--- src/ltc_pkg.sv ---
package ltc_pkg;
    // register addresses
    localparam logic [7:0] LTC_ADDR_CMD1 = 8'h00;
    localparam logic [7:0] LTC_ADDR_CMD2 = 8'h01;
    localparam logic [7:0] LTC_ADDR_DATA_LO = 8'h02;
    localparam logic [7:0] LTC_ADDR_DATA_HI = 8'h03;
    localparam logic [7:0] LTC_ADDR_LOWER_LO = 8'h04;
    localparam logic [7:0] LTC_ADDR_LOWER_HI = 8'h05;
    localparam logic [7:0] LTC_ADDR_UPPER_LO = 8'h06;
    localparam logic [7:0] LTC_ADDR_UPPER_HI = 8'h07;
    localparam logic [7:0] LTC_ADDR_TEST = 8'h08;
    // field positions
    localparam int LTC_MODE_LSB = 5;
    localparam int LTC_FLAG_BIT = 2;
    localparam int LTC_PERSIST_LSB = 0;
    localparam int LTC_RES_LSB = 2;
    localparam int LTC_RANGE_LSB = 0;
    // reset values, and the fixed test register read value
    localparam logic [7:0] LTC_RST_CMD = 8'h00;
    localparam logic [7:0] LTC_RST_DATA = 8'h00;
    localparam logic [7:0] LTC_RST_LOWER = 8'h00;
    localparam logic [7:0] LTC_RST_UPPER = 8'hff;
    localparam logic [7:0] LTC_TEST_VALUE = 8'h00;
    // operating modes
    localparam logic [2:0] LTC_MODE_OFF = 3'h0;
    localparam logic [2:0] LTC_MODE_VIS_ONCE = 3'h1;
    localparam logic [2:0] LTC_MODE_IR_ONCE = 3'h2;
    // oscillator cycles per integration, by resolution code
    localparam logic [16:0] LTC_CYC_RES16 = 17'h10000;
    localparam logic [16:0] LTC_CYC_RES12 = 17'h01000;
    localparam logic [16:0] LTC_CYC_RES8 = 17'h00100;
    localparam logic [16:0] LTC_CYC_RES4 = 17'h00010;
    // consecutive out-of-window conversions, by persist code
    localparam logic [4:0] LTC_PERSIST_1 = 5'h01;
    localparam logic [4:0] LTC_PERSIST_4 = 5'h04;
    localparam logic [4:0] LTC_PERSIST_8 = 5'h08;
    localparam logic [4:0] LTC_PERSIST_16 = 5'h10;

    typedef enum logic [1:0] {
        LTC_IDLE = 2'b01,
        LTC_RUN = 2'b10
    } ltc_state_type;
endpackage

--- src/ltc_integ_timer.sv ---
`timescale 1ns/100ps
module ltc_integ_timer (
    input wire logic clk, // reference clock
    input wire logic rstn, // async reset, active low
    input wire logic osc_clk, // internal oscillator, unsynchronised
    input wire logic run, // conversions enabled
    input wire logic [1:0] res, // resolution code
    output logic done // one-cycle pulse at end of integration
);
    import ltc_pkg::*;

    logic s1, s2, s3;
    logic lvl, next_lvl;
    ltc_state_type state, next_state;
    logic [16:0] cnt, next_cnt;
    logic [16:0] target;
    logic next_done;
    logic osc_edge;

    // s1 feeds only s2; a level counts once s2 and s3 agree on it
    assign next_lvl = (s2 == s3) ? s3 : lvl;
    assign osc_edge = next_lvl & ~lvl;

    always_comb begin
        case (res) // [RULE11]
            2'b00: target = LTC_CYC_RES16;
            2'b01: target = LTC_CYC_RES12;
            2'b10: target = LTC_CYC_RES8;
            default: target = LTC_CYC_RES4;
        endcase
    end

    always_comb begin
        next_state = state;
        next_cnt = cnt;
        next_done = 1'b0;
        case (state)
            LTC_IDLE: begin
                next_cnt = 17'h0;
                if (run) begin
                    next_state = LTC_RUN;
                end
            end
            LTC_RUN: begin
                if (!run) begin
                    next_state = LTC_IDLE;
                    next_cnt = 17'h0;
                end else if (osc_edge) begin
                    // integration lasts 2^n oscillator cycles
                    if (17'(cnt + 17'h1) >= target) begin // [RULE5]
                        next_cnt = 17'h0;
                        next_done = 1'b1;
                    end else begin
                        next_cnt = 17'(cnt + 17'h1);
                    end
                end
            end
            default: begin
                next_state = LTC_IDLE;
                next_cnt = 17'h0;
            end
        endcase
    end

    always_ff @(posedge clk or negedge rstn) begin
        if (!rstn) begin
            s1 <= 1'b0;
            s2 <= 1'b0;
            s3 <= 1'b0;
            lvl <= 1'b0;
            state <= LTC_IDLE;
            cnt <= 17'h0;
            done <= 1'b0;
        end else begin
            s1 <= osc_clk;
            s2 <= s1;
            s3 <= s2;
            lvl <= next_lvl;
            state <= next_state;
            cnt <= next_cnt;
            done <= next_done;
        end
    end

    property p_done_single;
        @(posedge clk) disable iff (!rstn)
        done |=> !done;
    endproperty
    a_done_single: assert property (p_done_single) // [RULE5]
        else $error("integration done pulse longer than one cycle");

    property p_done_on_edge;
        @(posedge clk) disable iff (!rstn)
        done |-> $past(osc_edge) && $past(state == LTC_RUN);
    endproperty
    a_done_on_edge: assert property (p_done_on_edge) // [RULE5]
        else $error("integration ended without an oscillator edge");
endmodule

--- src/ltc_light_compare.sv ---
`timescale 1ns/100ps
// Behaviour
// RULE1: result at or above upper threshold sets flag, drives pin low.
// RULE2: upper threshold is 16 bits, low byte at 0x06, high byte 0x07.
// RULE3: both upper threshold bytes reset to 0xff.
// RULE4: test register 0x08 reads zero; host leaves it alone, writes ignored.
// RULE5: integration lasts 2^n oscillator cycles, n being 4, 8, 12 or 16.
// RULE6: bits 3:2 of register 0x01 select the resolution n.
// RULE7: result limited to n bits, stored in data registers 0x02 and 0x03.
// RULE8: result at or below lower threshold sets flag and drives pin low.
// RULE9: flag and pin hold until a read of register 0x00 completes.
// RULE10: persist 00..11 needs 1, 4, 8, 16 consecutive out-of-window results.
// RULE11: resolution code 00..11 means 16, 12, 8, 4 bits.
// RULE12: compare once per finished conversion on the newly stored result.
module ltc_light_compare (
    input wire logic REF_CLK, // reference clock, 25 MHz
    input wire logic RSTN, // async reset, active low
    input wire logic OSC_CLK, // internal oscillator
    input wire logic [15:0] ADC_RESULT, // converter count at end of integration
    input wire logic [7:0] REG_ADDR, // register address
    input wire logic [7:0] REG_WDATA, // write data byte
    input wire logic REG_WR, // write strobe, one cycle
    input wire logic REG_RD, // end of a read byte transfer, one cycle
    output logic [7:0] REG_RDATA, // read data for REG_ADDR
    output logic INT_N // interrupt pin, active low
);
    import ltc_pkg::*;

    logic [2:0] mode, next_mode;
    logic [1:0] persist, next_persist;
    logic [1:0] res, next_res;
    logic [1:0] range_sel, next_range_sel;
    logic flag, next_flag;
    logic [15:0] data, next_data;
    logic [15:0] lower, next_lower;
    logic [15:0] upper, next_upper;
    logic [4:0] out_cnt, next_out_cnt;
    logic cmp_pend, next_cmp_pend;
    logic [7:0] next_rdata;
    logic next_int_n;
    logic conv_done;
    logic [15:0] res_mask;
    logic [4:0] need;
    logic [5:0] cnt_up;
    logic above, below, outside, trigger, read_clear;

    ltc_integ_timer u_timer (
        .clk(REF_CLK),
        .rstn(RSTN),
        .osc_clk(OSC_CLK),
        .run(mode != LTC_MODE_OFF),
        .res(res), // [RULE6]
        .done(conv_done)
    );

    always_comb begin
        case (res) // [RULE11]
            2'b00: res_mask = 16'hffff;
            2'b01: res_mask = 16'h0fff;
            2'b10: res_mask = 16'h00ff;
            default: res_mask = 16'h000f;
        endcase
        case (persist) // [RULE10]
            2'b00: need = LTC_PERSIST_1;
            2'b01: need = LTC_PERSIST_4;
            2'b10: need = LTC_PERSIST_8;
            default: need = LTC_PERSIST_16;
        endcase
    end

    assign above = data >= upper; // [RULE1] [RULE2]
    assign below = data <= lower; // [RULE8]
    assign outside = above | below;
    // only the pending slot after a conversion may trigger
    assign cnt_up = {1'b0, out_cnt} + 6'h01;
    assign trigger = cmp_pend && outside &&
        cnt_up >= {1'b0, need}; // [RULE12]
    assign read_clear = REG_RD && REG_ADDR == LTC_ADDR_CMD1; // [RULE9]

    always_comb begin
        next_mode = mode;
        next_persist = persist;
        next_res = res;
        next_range_sel = range_sel;
        next_data = data;
        next_lower = lower;
        next_upper = upper;
        next_out_cnt = out_cnt;
        next_cmp_pend = 1'b0;
        next_flag = flag;
        if (conv_done) begin
            next_data = ADC_RESULT & res_mask; // [RULE7]
            next_cmp_pend = 1'b1;
            if (mode == LTC_MODE_VIS_ONCE || mode == LTC_MODE_IR_ONCE) begin
                next_mode = LTC_MODE_OFF;
            end
        end
        if (cmp_pend) begin // [RULE12]
            if (!outside) begin
                next_out_cnt = 5'h0;
            end else if (out_cnt < need) begin
                // a count left above a smaller need still trips
                next_out_cnt = 5'(out_cnt + 5'h1); // [RULE10]
            end
        end
        // a new trigger outweighs a clearing read in the same cycle
        if (trigger) begin
            next_flag = 1'b1; // [RULE1] [RULE8]
        end else if (read_clear) begin
            next_flag = 1'b0; // [RULE9]
        end
        if (REG_WR) begin
            case (REG_ADDR)
                LTC_ADDR_CMD1: begin
                    next_mode = REG_WDATA[LTC_MODE_LSB +: 3];
                    next_persist = REG_WDATA[LTC_PERSIST_LSB +: 2];
                end
                LTC_ADDR_CMD2: begin
                    next_res = REG_WDATA[LTC_RES_LSB +: 2]; // [RULE6]
                    next_range_sel = REG_WDATA[LTC_RANGE_LSB +: 2];
                end
                LTC_ADDR_LOWER_LO: next_lower[7:0] = REG_WDATA;
                LTC_ADDR_LOWER_HI: next_lower[15:8] = REG_WDATA;
                LTC_ADDR_UPPER_LO: next_upper[7:0] = REG_WDATA; // [RULE2]
                LTC_ADDR_UPPER_HI: next_upper[15:8] = REG_WDATA; // [RULE2]
                default: begin
                    // data and test registers ignore writes
                end
            endcase
        end
        next_int_n = ~next_flag; // [RULE9]
    end

    always_comb begin
        case (REG_ADDR)
            LTC_ADDR_CMD1:
                next_rdata = {mode, 2'b00, flag, persist};
            LTC_ADDR_CMD2:
                next_rdata = {4'h0, res, range_sel};
            LTC_ADDR_DATA_LO: next_rdata = data[7:0]; // [RULE7]
            LTC_ADDR_DATA_HI: next_rdata = data[15:8]; // [RULE7]
            LTC_ADDR_LOWER_LO: next_rdata = lower[7:0];
            LTC_ADDR_LOWER_HI: next_rdata = lower[15:8];
            LTC_ADDR_UPPER_LO: next_rdata = upper[7:0];
            LTC_ADDR_UPPER_HI: next_rdata = upper[15:8];
            LTC_ADDR_TEST: next_rdata = LTC_TEST_VALUE; // [RULE4]
            default: next_rdata = 8'h00;
        endcase
    end

    always_ff @(posedge REF_CLK or negedge RSTN) begin
        if (!RSTN) begin
            mode <= LTC_RST_CMD[LTC_MODE_LSB +: 3];
            persist <= LTC_RST_CMD[LTC_PERSIST_LSB +: 2];
            res <= LTC_RST_CMD[LTC_RES_LSB +: 2];
            range_sel <= LTC_RST_CMD[LTC_RANGE_LSB +: 2];
            flag <= 1'b0;
            data <= {LTC_RST_DATA, LTC_RST_DATA};
            lower <= {LTC_RST_LOWER, LTC_RST_LOWER};
            upper <= {LTC_RST_UPPER, LTC_RST_UPPER}; // [RULE3]
            out_cnt <= 5'h0;
            cmp_pend <= 1'b0;
            REG_RDATA <= 8'h00;
            INT_N <= 1'b1;
        end else begin
            mode <= next_mode;
            persist <= next_persist;
            res <= next_res;
            range_sel <= next_range_sel;
            flag <= next_flag;
            data <= next_data;
            lower <= next_lower;
            upper <= next_upper;
            out_cnt <= next_out_cnt;
            cmp_pend <= next_cmp_pend;
            REG_RDATA <= next_rdata;
            INT_N <= next_int_n;
        end
    end

    property p_upper_trip;
        @(posedge REF_CLK) disable iff (!RSTN)
        cmp_pend && data >= upper && persist == 2'b00 |=> flag && !INT_N;
    endproperty
    a_upper_trip: assert property (p_upper_trip) // [RULE1]
        else $error("upper threshold hit did not raise interrupt");

    property p_lower_trip;
        @(posedge REF_CLK) disable iff (!RSTN)
        cmp_pend && data <= lower && persist == 2'b00 |=> flag && !INT_N;
    endproperty
    a_lower_trip: assert property (p_lower_trip) // [RULE8]
        else $error("lower threshold hit did not raise interrupt");

    property p_hold_until_read;
        @(posedge REF_CLK) disable iff (!RSTN)
        flag && !(REG_RD && REG_ADDR == LTC_ADDR_CMD1) |=> flag;
    endproperty
    a_hold_until_read: assert property (p_hold_until_read) // [RULE9]
        else $error("interrupt flag dropped without a read");

    property p_read_clears;
        @(posedge REF_CLK) disable iff (!RSTN)
        flag && REG_RD && REG_ADDR == LTC_ADDR_CMD1 && !cmp_pend
            |=> !flag ##0 INT_N;
    endproperty
    a_read_clears: assert property (p_read_clears) // [RULE9]
        else $error("status read did not clear interrupt");

    property p_test_zero;
        @(posedge REF_CLK) disable iff (!RSTN)
        REG_ADDR == LTC_ADDR_TEST |=> REG_RDATA == 8'h00;
    endproperty
    a_test_zero: assert property (p_test_zero) // [RULE4]
        else $error("test register read nonzero");

    property p_upper_read;
        @(posedge REF_CLK) disable iff (!RSTN)
        RSTN && REG_ADDR == LTC_ADDR_UPPER_HI
            |=> REG_RDATA == $past(upper[15:8]);
    endproperty
    a_upper_read: assert property (p_upper_read) // [RULE2]
        else $error("upper threshold high byte read wrong");

    property p_cmp_after_conv;
        @(posedge REF_CLK) disable iff (!RSTN)
        $rose(flag) |-> $past(cmp_pend) && $past(conv_done, 2);
    endproperty
    a_cmp_after_conv: assert property (p_cmp_after_conv) // [RULE12]
        else $error("flag set outside a finished conversion");

    property p_mask_4bit;
        @(posedge REF_CLK) disable iff (!RSTN)
        conv_done && res == 2'b11 |=> data[15:4] == 12'h000;
    endproperty
    a_mask_4bit: assert property (p_mask_4bit) // [RULE7]
        else $error("4-bit result has high bits set");

    property p_persist_four;
        @(posedge REF_CLK) disable iff (!RSTN)
        !flag && cmp_pend && persist == 2'b01 && out_cnt == 5'h0
            |=> !flag;
    endproperty
    a_persist_four: assert property (p_persist_four) // [RULE10]
        else $error("persist of four tripped on first result");

    property p_res_decode;
        @(posedge REF_CLK) disable iff (!RSTN)
        REG_WR && REG_ADDR == LTC_ADDR_CMD2 |=> res == $past(REG_WDATA[3:2]);
    endproperty
    a_res_decode: assert property (p_res_decode) // [RULE6]
        else $error("resolution field not taken from bits 3:2");
endmodule

--- config.mk ---
export PLATFORM = sky130hd
export DESIGN_NAME = ltc_light_compare
export DESIGN_NICKNAME = d
export VERILOG_FILES = /design/src/ltc_pkg.sv /design/src/ltc_integ_timer.sv /design/src/ltc_light_compare.sv
export SDC_FILE = /design/constraint.sdc
export NUM_CORES = 1
export LEC_CHECK = 0
export BUFFER_PORTS_ARGS = -buffer_cell sky130_fd_sc_hd__buf_2
export CORE_UTILIZATION = 56
export CTS_BUF_LIST = sky130_fd_sc_hd__clkbuf_8
export DETAILED_ROUTE_END_ITERATION = 7
export PLACE_DENSITY = 0.78
export RECOVER_POWER = 25
export SLEW_MARGIN = 20
export SYNTH_ARGS = -nofsm -noshare
export SYNTH_HDL_FRONTEND = slang
export SYNTH_SLANG_ARGS = --single-unit
--- constraint.sdc ---
create_clock -name REF_CLK -period 2.7 [get_ports REF_CLK]
set_input_delay 0.405 -clock REF_CLK [delete_from_list [all_inputs] [get_ports REF_CLK]]
set_output_delay 0.405 -clock REF_CLK [all_outputs]
set_load 0.02 [all_outputs]
==> results.txt <==
----------------------------------------------------
[Critical path]
  Length in cells of the worst reg-to-reg path ... 10
  Reg2Reg Setup Slack ... 40 ps
  CP required ... 2960 ps
  Critical Path, Cell by Cell ... buf_4, nand4_2, buf_4, or4_4, and3_1, o21ai_1, o221ai_4, buf_6, a31oi_2, mux2i_1
  Critical-path cell with the highest stage delay ... or4_4
  Category of the most critical setup path ... flop to flop
  Most common cell type on the critical path ... buf_4
  Origin of the critical flop-to-flop path ... u_timer.cnt[3]
  Maximum cell stage delay along the critical path ... about 560 ps
  Data arrival time of the worst path ... slightly below 3000 ps
  Worst Path Max Fanout ... 7
  Setup crit end kind ... flop
  Kind of start point of the critical path ... flop
  Destination of the worst register-to-register timing path ... u_timer.cnt[2]

[Timing]
  Worst slew margin relative to its limit ... -0.572
  Count of pins over their slew limit ... 44
  Hold Worst Slack ... 129 ps
  Worst Max-Slew Pin Slew ... around 2400 ps
  Portion of the clock cycle consumed by the worst path in the final layout ... 0.984
  Highest achievable clock rate ... approximately 380 MHz
  Unrepaired setup endpoints after global routing ... yes
  Final critical path time including I/O delays and setup ... around 2700 ps
  Setup violators final ... 0
  Worst setup skew after layout ... roughly 17 ps
  Endpoints failing hold ... 0
  Sum of negative setup slack ... 0 ps

[Min path]
  Hold Crit Start ... OSC_CLK
  Number of instances on the worst hold path ... 1
  Hold Crit Class ... input port to flop
  Hold Crit Endpoint ... u_timer.s1

[Detailed routing]
  Top routing layer in use ... met4
  Met3 wire len ... approximately 1.2 mm
  Vias per Instance ... 6.03
  Routed wire per std cell ... approximately 18 um
  Met2 wire length ... 6.77 mm
  Initial DRT Pass Iterations ... 7
  Routed wire length ... 14.8 mm
  Residual DRC ... 0
  Detailed-route via count ... between 4000 and 5000
  Starting DRC count in detailed routing ... 357
  Remaining number of nets flagged by the antenna check after routing ... 0
  DRT met1 WL ... roughly 6.5 mm

[Logic synthesis]
  Count of mapped cells out of synthesis ... 611
  Area share of the largest cell type after synthesis ... 0.345
  Number of synthesized register bits ... 97
  Sequential area share after synthesis ... 0.427
  Post-synth EDFFs ... 0
  Net count after synthesis ... 695
  Number of distinct standard cells referenced by the synthesized netlist ... 63
  Number of warnings issued by yosys ... 0
  Area of the mapped netlist ... roughly 5700 sq um
  Average cell area after synthesis ... approximately 9.4 sq um
  Most area-consuming cells after synthesis ... dfrtp_1 (34%), ha_1 (10%), dfstp_2 (8.2%)
  Largest area contributor in the synthesized netlist ... dfrtp_1
  Post-synth ARST share ... 1.00
  Main flop type after synthesis ... dfrtp_1

[Die]
  Total number of placement rows ... 36
  Initial standard-cell utilization of the core ... 0.581
  Total core area ... roughly 10000 sq um
  Die Span X ... approximately 100 um
  Die ar. ... ~11000 sq um
  Io pins ... between 40 and 50
  Vert. Die Dim ... 103 um

[Global routing]
  Remaining global-route overflow ... 0
  First-pass GRT wire length ... roughly 23 mm
  Global Route Usage Sum ... 0.287
  Largest net degree at the start of global routing ... 55
  Antenna violations before repair ... 0
  Number of global-route vias before repair ... roughly 4600

[CTS]
  CTS clock-pin slew for the worst setup and hold paths ... approximately 90 ps
  Clock network latency to the later pin of the worst-skew pair ... about 390 ps
  Maximum count of clock buffers along a single path ... 2
  Number of hold buffers added after cts ... 0
  Clock tree from TritonCTS ... built
  Clock H-tree levels ... 3
  Cell at the root of the clock tree ... clkbuf_8
  Clock buffer count from CTS ... 9
  Clk sink count ... 97

[Final layout]
  Share of post-route cells with drive strength above 1 ... 0.247
  Net count of the finished layout ... about 770
  Synth-to-Final Area Change ... 16.9%
  N_diodes ... 0

[Place]
  Placer's final routability congestion estimate ... 0.958
  Dpl hpwl ... between 10 and 15 mm
  Number of buffers inserted by port buffering ... 45

[Power and ir drop]
  Max rail drop VDD ... around 0.25 mV
  P_leak ... roughly 0.0032 uW
  Total power density per cell area ... 444 nW/um^2

[Outcome]
  Violations in the final reports ... capacitance limit, slew limit
  Run status ... finished, violations left

[Job]
  Max-cap viol count ... 1

----------------------------------------------------
[where the power goes]
part           leakage [uW]  switching [uW]  internal, uW
combinational       0.00199             262           177
sequential          0.00114            35.9          1520
clock              0.000100             530           455
total               0.00322             828          2150
[stage by stage]
stage | worst slack, ps | cell area (sq um) | instances | util | total power, uW
after CTS | 5.36 | 6570 | 815 | 0.666 | 2980
after global placement | 54.5 | 6280 | 796 | 0.636 | 1980
final | 44.4 | 6710 | 825 | 0.680 | 2980
after detailed placement | -138 | 6280 | 796 | 0.636 | 2000
after floorplan | 42.1 | 5740 | 611 | - | 1830
after global routing | -88.6 | 6710 | 825 | 0.680 | 3100
[how the worst max path moves through the flow]
stage               slack (ps)              end  cells past startpoint            from
floorplan                   40   u_timer.cnt[3]                     13  u_timer.cnt[0]
global placement            50   u_timer.cnt[2]                     12  u_timer.cnt[0]
detailed placement        -140   u_timer.cnt[3]                     12  u_timer.cnt[0]
CTS                          5   u_timer.cnt[3]                     12  u_timer.cnt[1]
global route               -90  u_timer.cnt[14]                     10  u_timer.cnt[8]
finish                      40   u_timer.cnt[2]                     10  u_timer.cnt[3]
[cell usage after synthesis (2+ instances only)]
cell	number
a21o_1	9
a21oi_1	18
a221oi_1	4
a22oi_1	5
a31oi_1	5
a32o_1	3
and2_1	4
and3_1	8
and4_1	5
buf_2	4
clkbuf_1	16
dfrtp_1	79
dfstp_2	18
ha_1	47
inv_1	57
mux2_2	19
mux2i_1	5
mux4_2	6
nand2_1	69
nand2b_1	8
nand3_1	35
nand3b_1	2
nand4_1	13
nor2_1	35
nor2b_1	7
nor3_1	9
o211ai_1	6
o21a_1	3
o21ai_0	58
o21ai_1	4
o22a_1	2
o22ai_1	6
o311ai_1	3
or3_1	3
xnor2_1	3
xor2_1	6
[layer usage]
metal | vias up | global-route usage
li1 | 2329 | -
met2 | 232 | 0.434
met1 | 2391 | 0.404
met5 | - | 0
met3 | 26 | 0.0659
met4 | 0 | 0.108
[area by class of cell]
type                       count  area, sq um
sequential                    97         2450
inverter                      57          214
clock buffer                  10          138
tap                          133          166
multi-input combinational    435         3110
timing repair buffer          87          559
clock inverter                 6         66.3
fill                         781         3160
[cell usage in the layout, fill, tap and decap left out, types with 6 or more instances in the layout]
cell / instances
nand4_1: 13
inv_1: 58
o21ai_0: 58
nand2_1: 69
ha_1: 45
buf_2: 44
a21o_1: 9
nor2_1: 33
dfstp_2: 18
o22ai_1: 6
buf_4: 39
nor3_1: 8
mux2_2: 19
clkbuf_8: 10
nand3_1: 33
o211ai_1: 6
nor2b_1: 7
a21oi_1: 18
mux4_2: 6
and3_1: 8
nand2b_1: 8
dfrtp_1: 78
[worst max-delay path, delay by kind of cell, from the launching register on]
kind	cells	cell delay, ps
compound gates	3	600
buf+inv	3	540
flops	1	350
mux	1	90
simple gates	3	950
[state kept, by name, summed over array words and instances, names as in the netlist, 2 cells and up]
name and flops:
mode 3, out_cnt 5, upper 16, range_sel 2, u_timer.state 2, res 2, u_timer.cnt 17, lower 16
persist 2, REG_RDATA 8, data 16
[timing repair]
item                       CTS  global route
gates resized for setup     13            15
buffers inserted             2             8
setup endpoints to repair   17            17
pin swaps                    3             9
cloned                       1             2
hold endpoints to repair     0             0
[logic make-up after synthesis]
| group | Yosys count | synth area share |
|---|---|---|
| flip-flops | 97 | 0.427 |
| adder cells (fa/ha/maj) | 48 | 0.104 |
| buffers and inverters | 80 | 0.0541 |
| multiplexers | 30 | 0.0696 |
| AND/OR/NAND/NOR | 208 | 0.179 |
| AO/OA/AOI/OAI | 139 | 0.152 |
| XOR/XNOR | 9 | 0.0137 |
(Power assumes the default switching activity.)
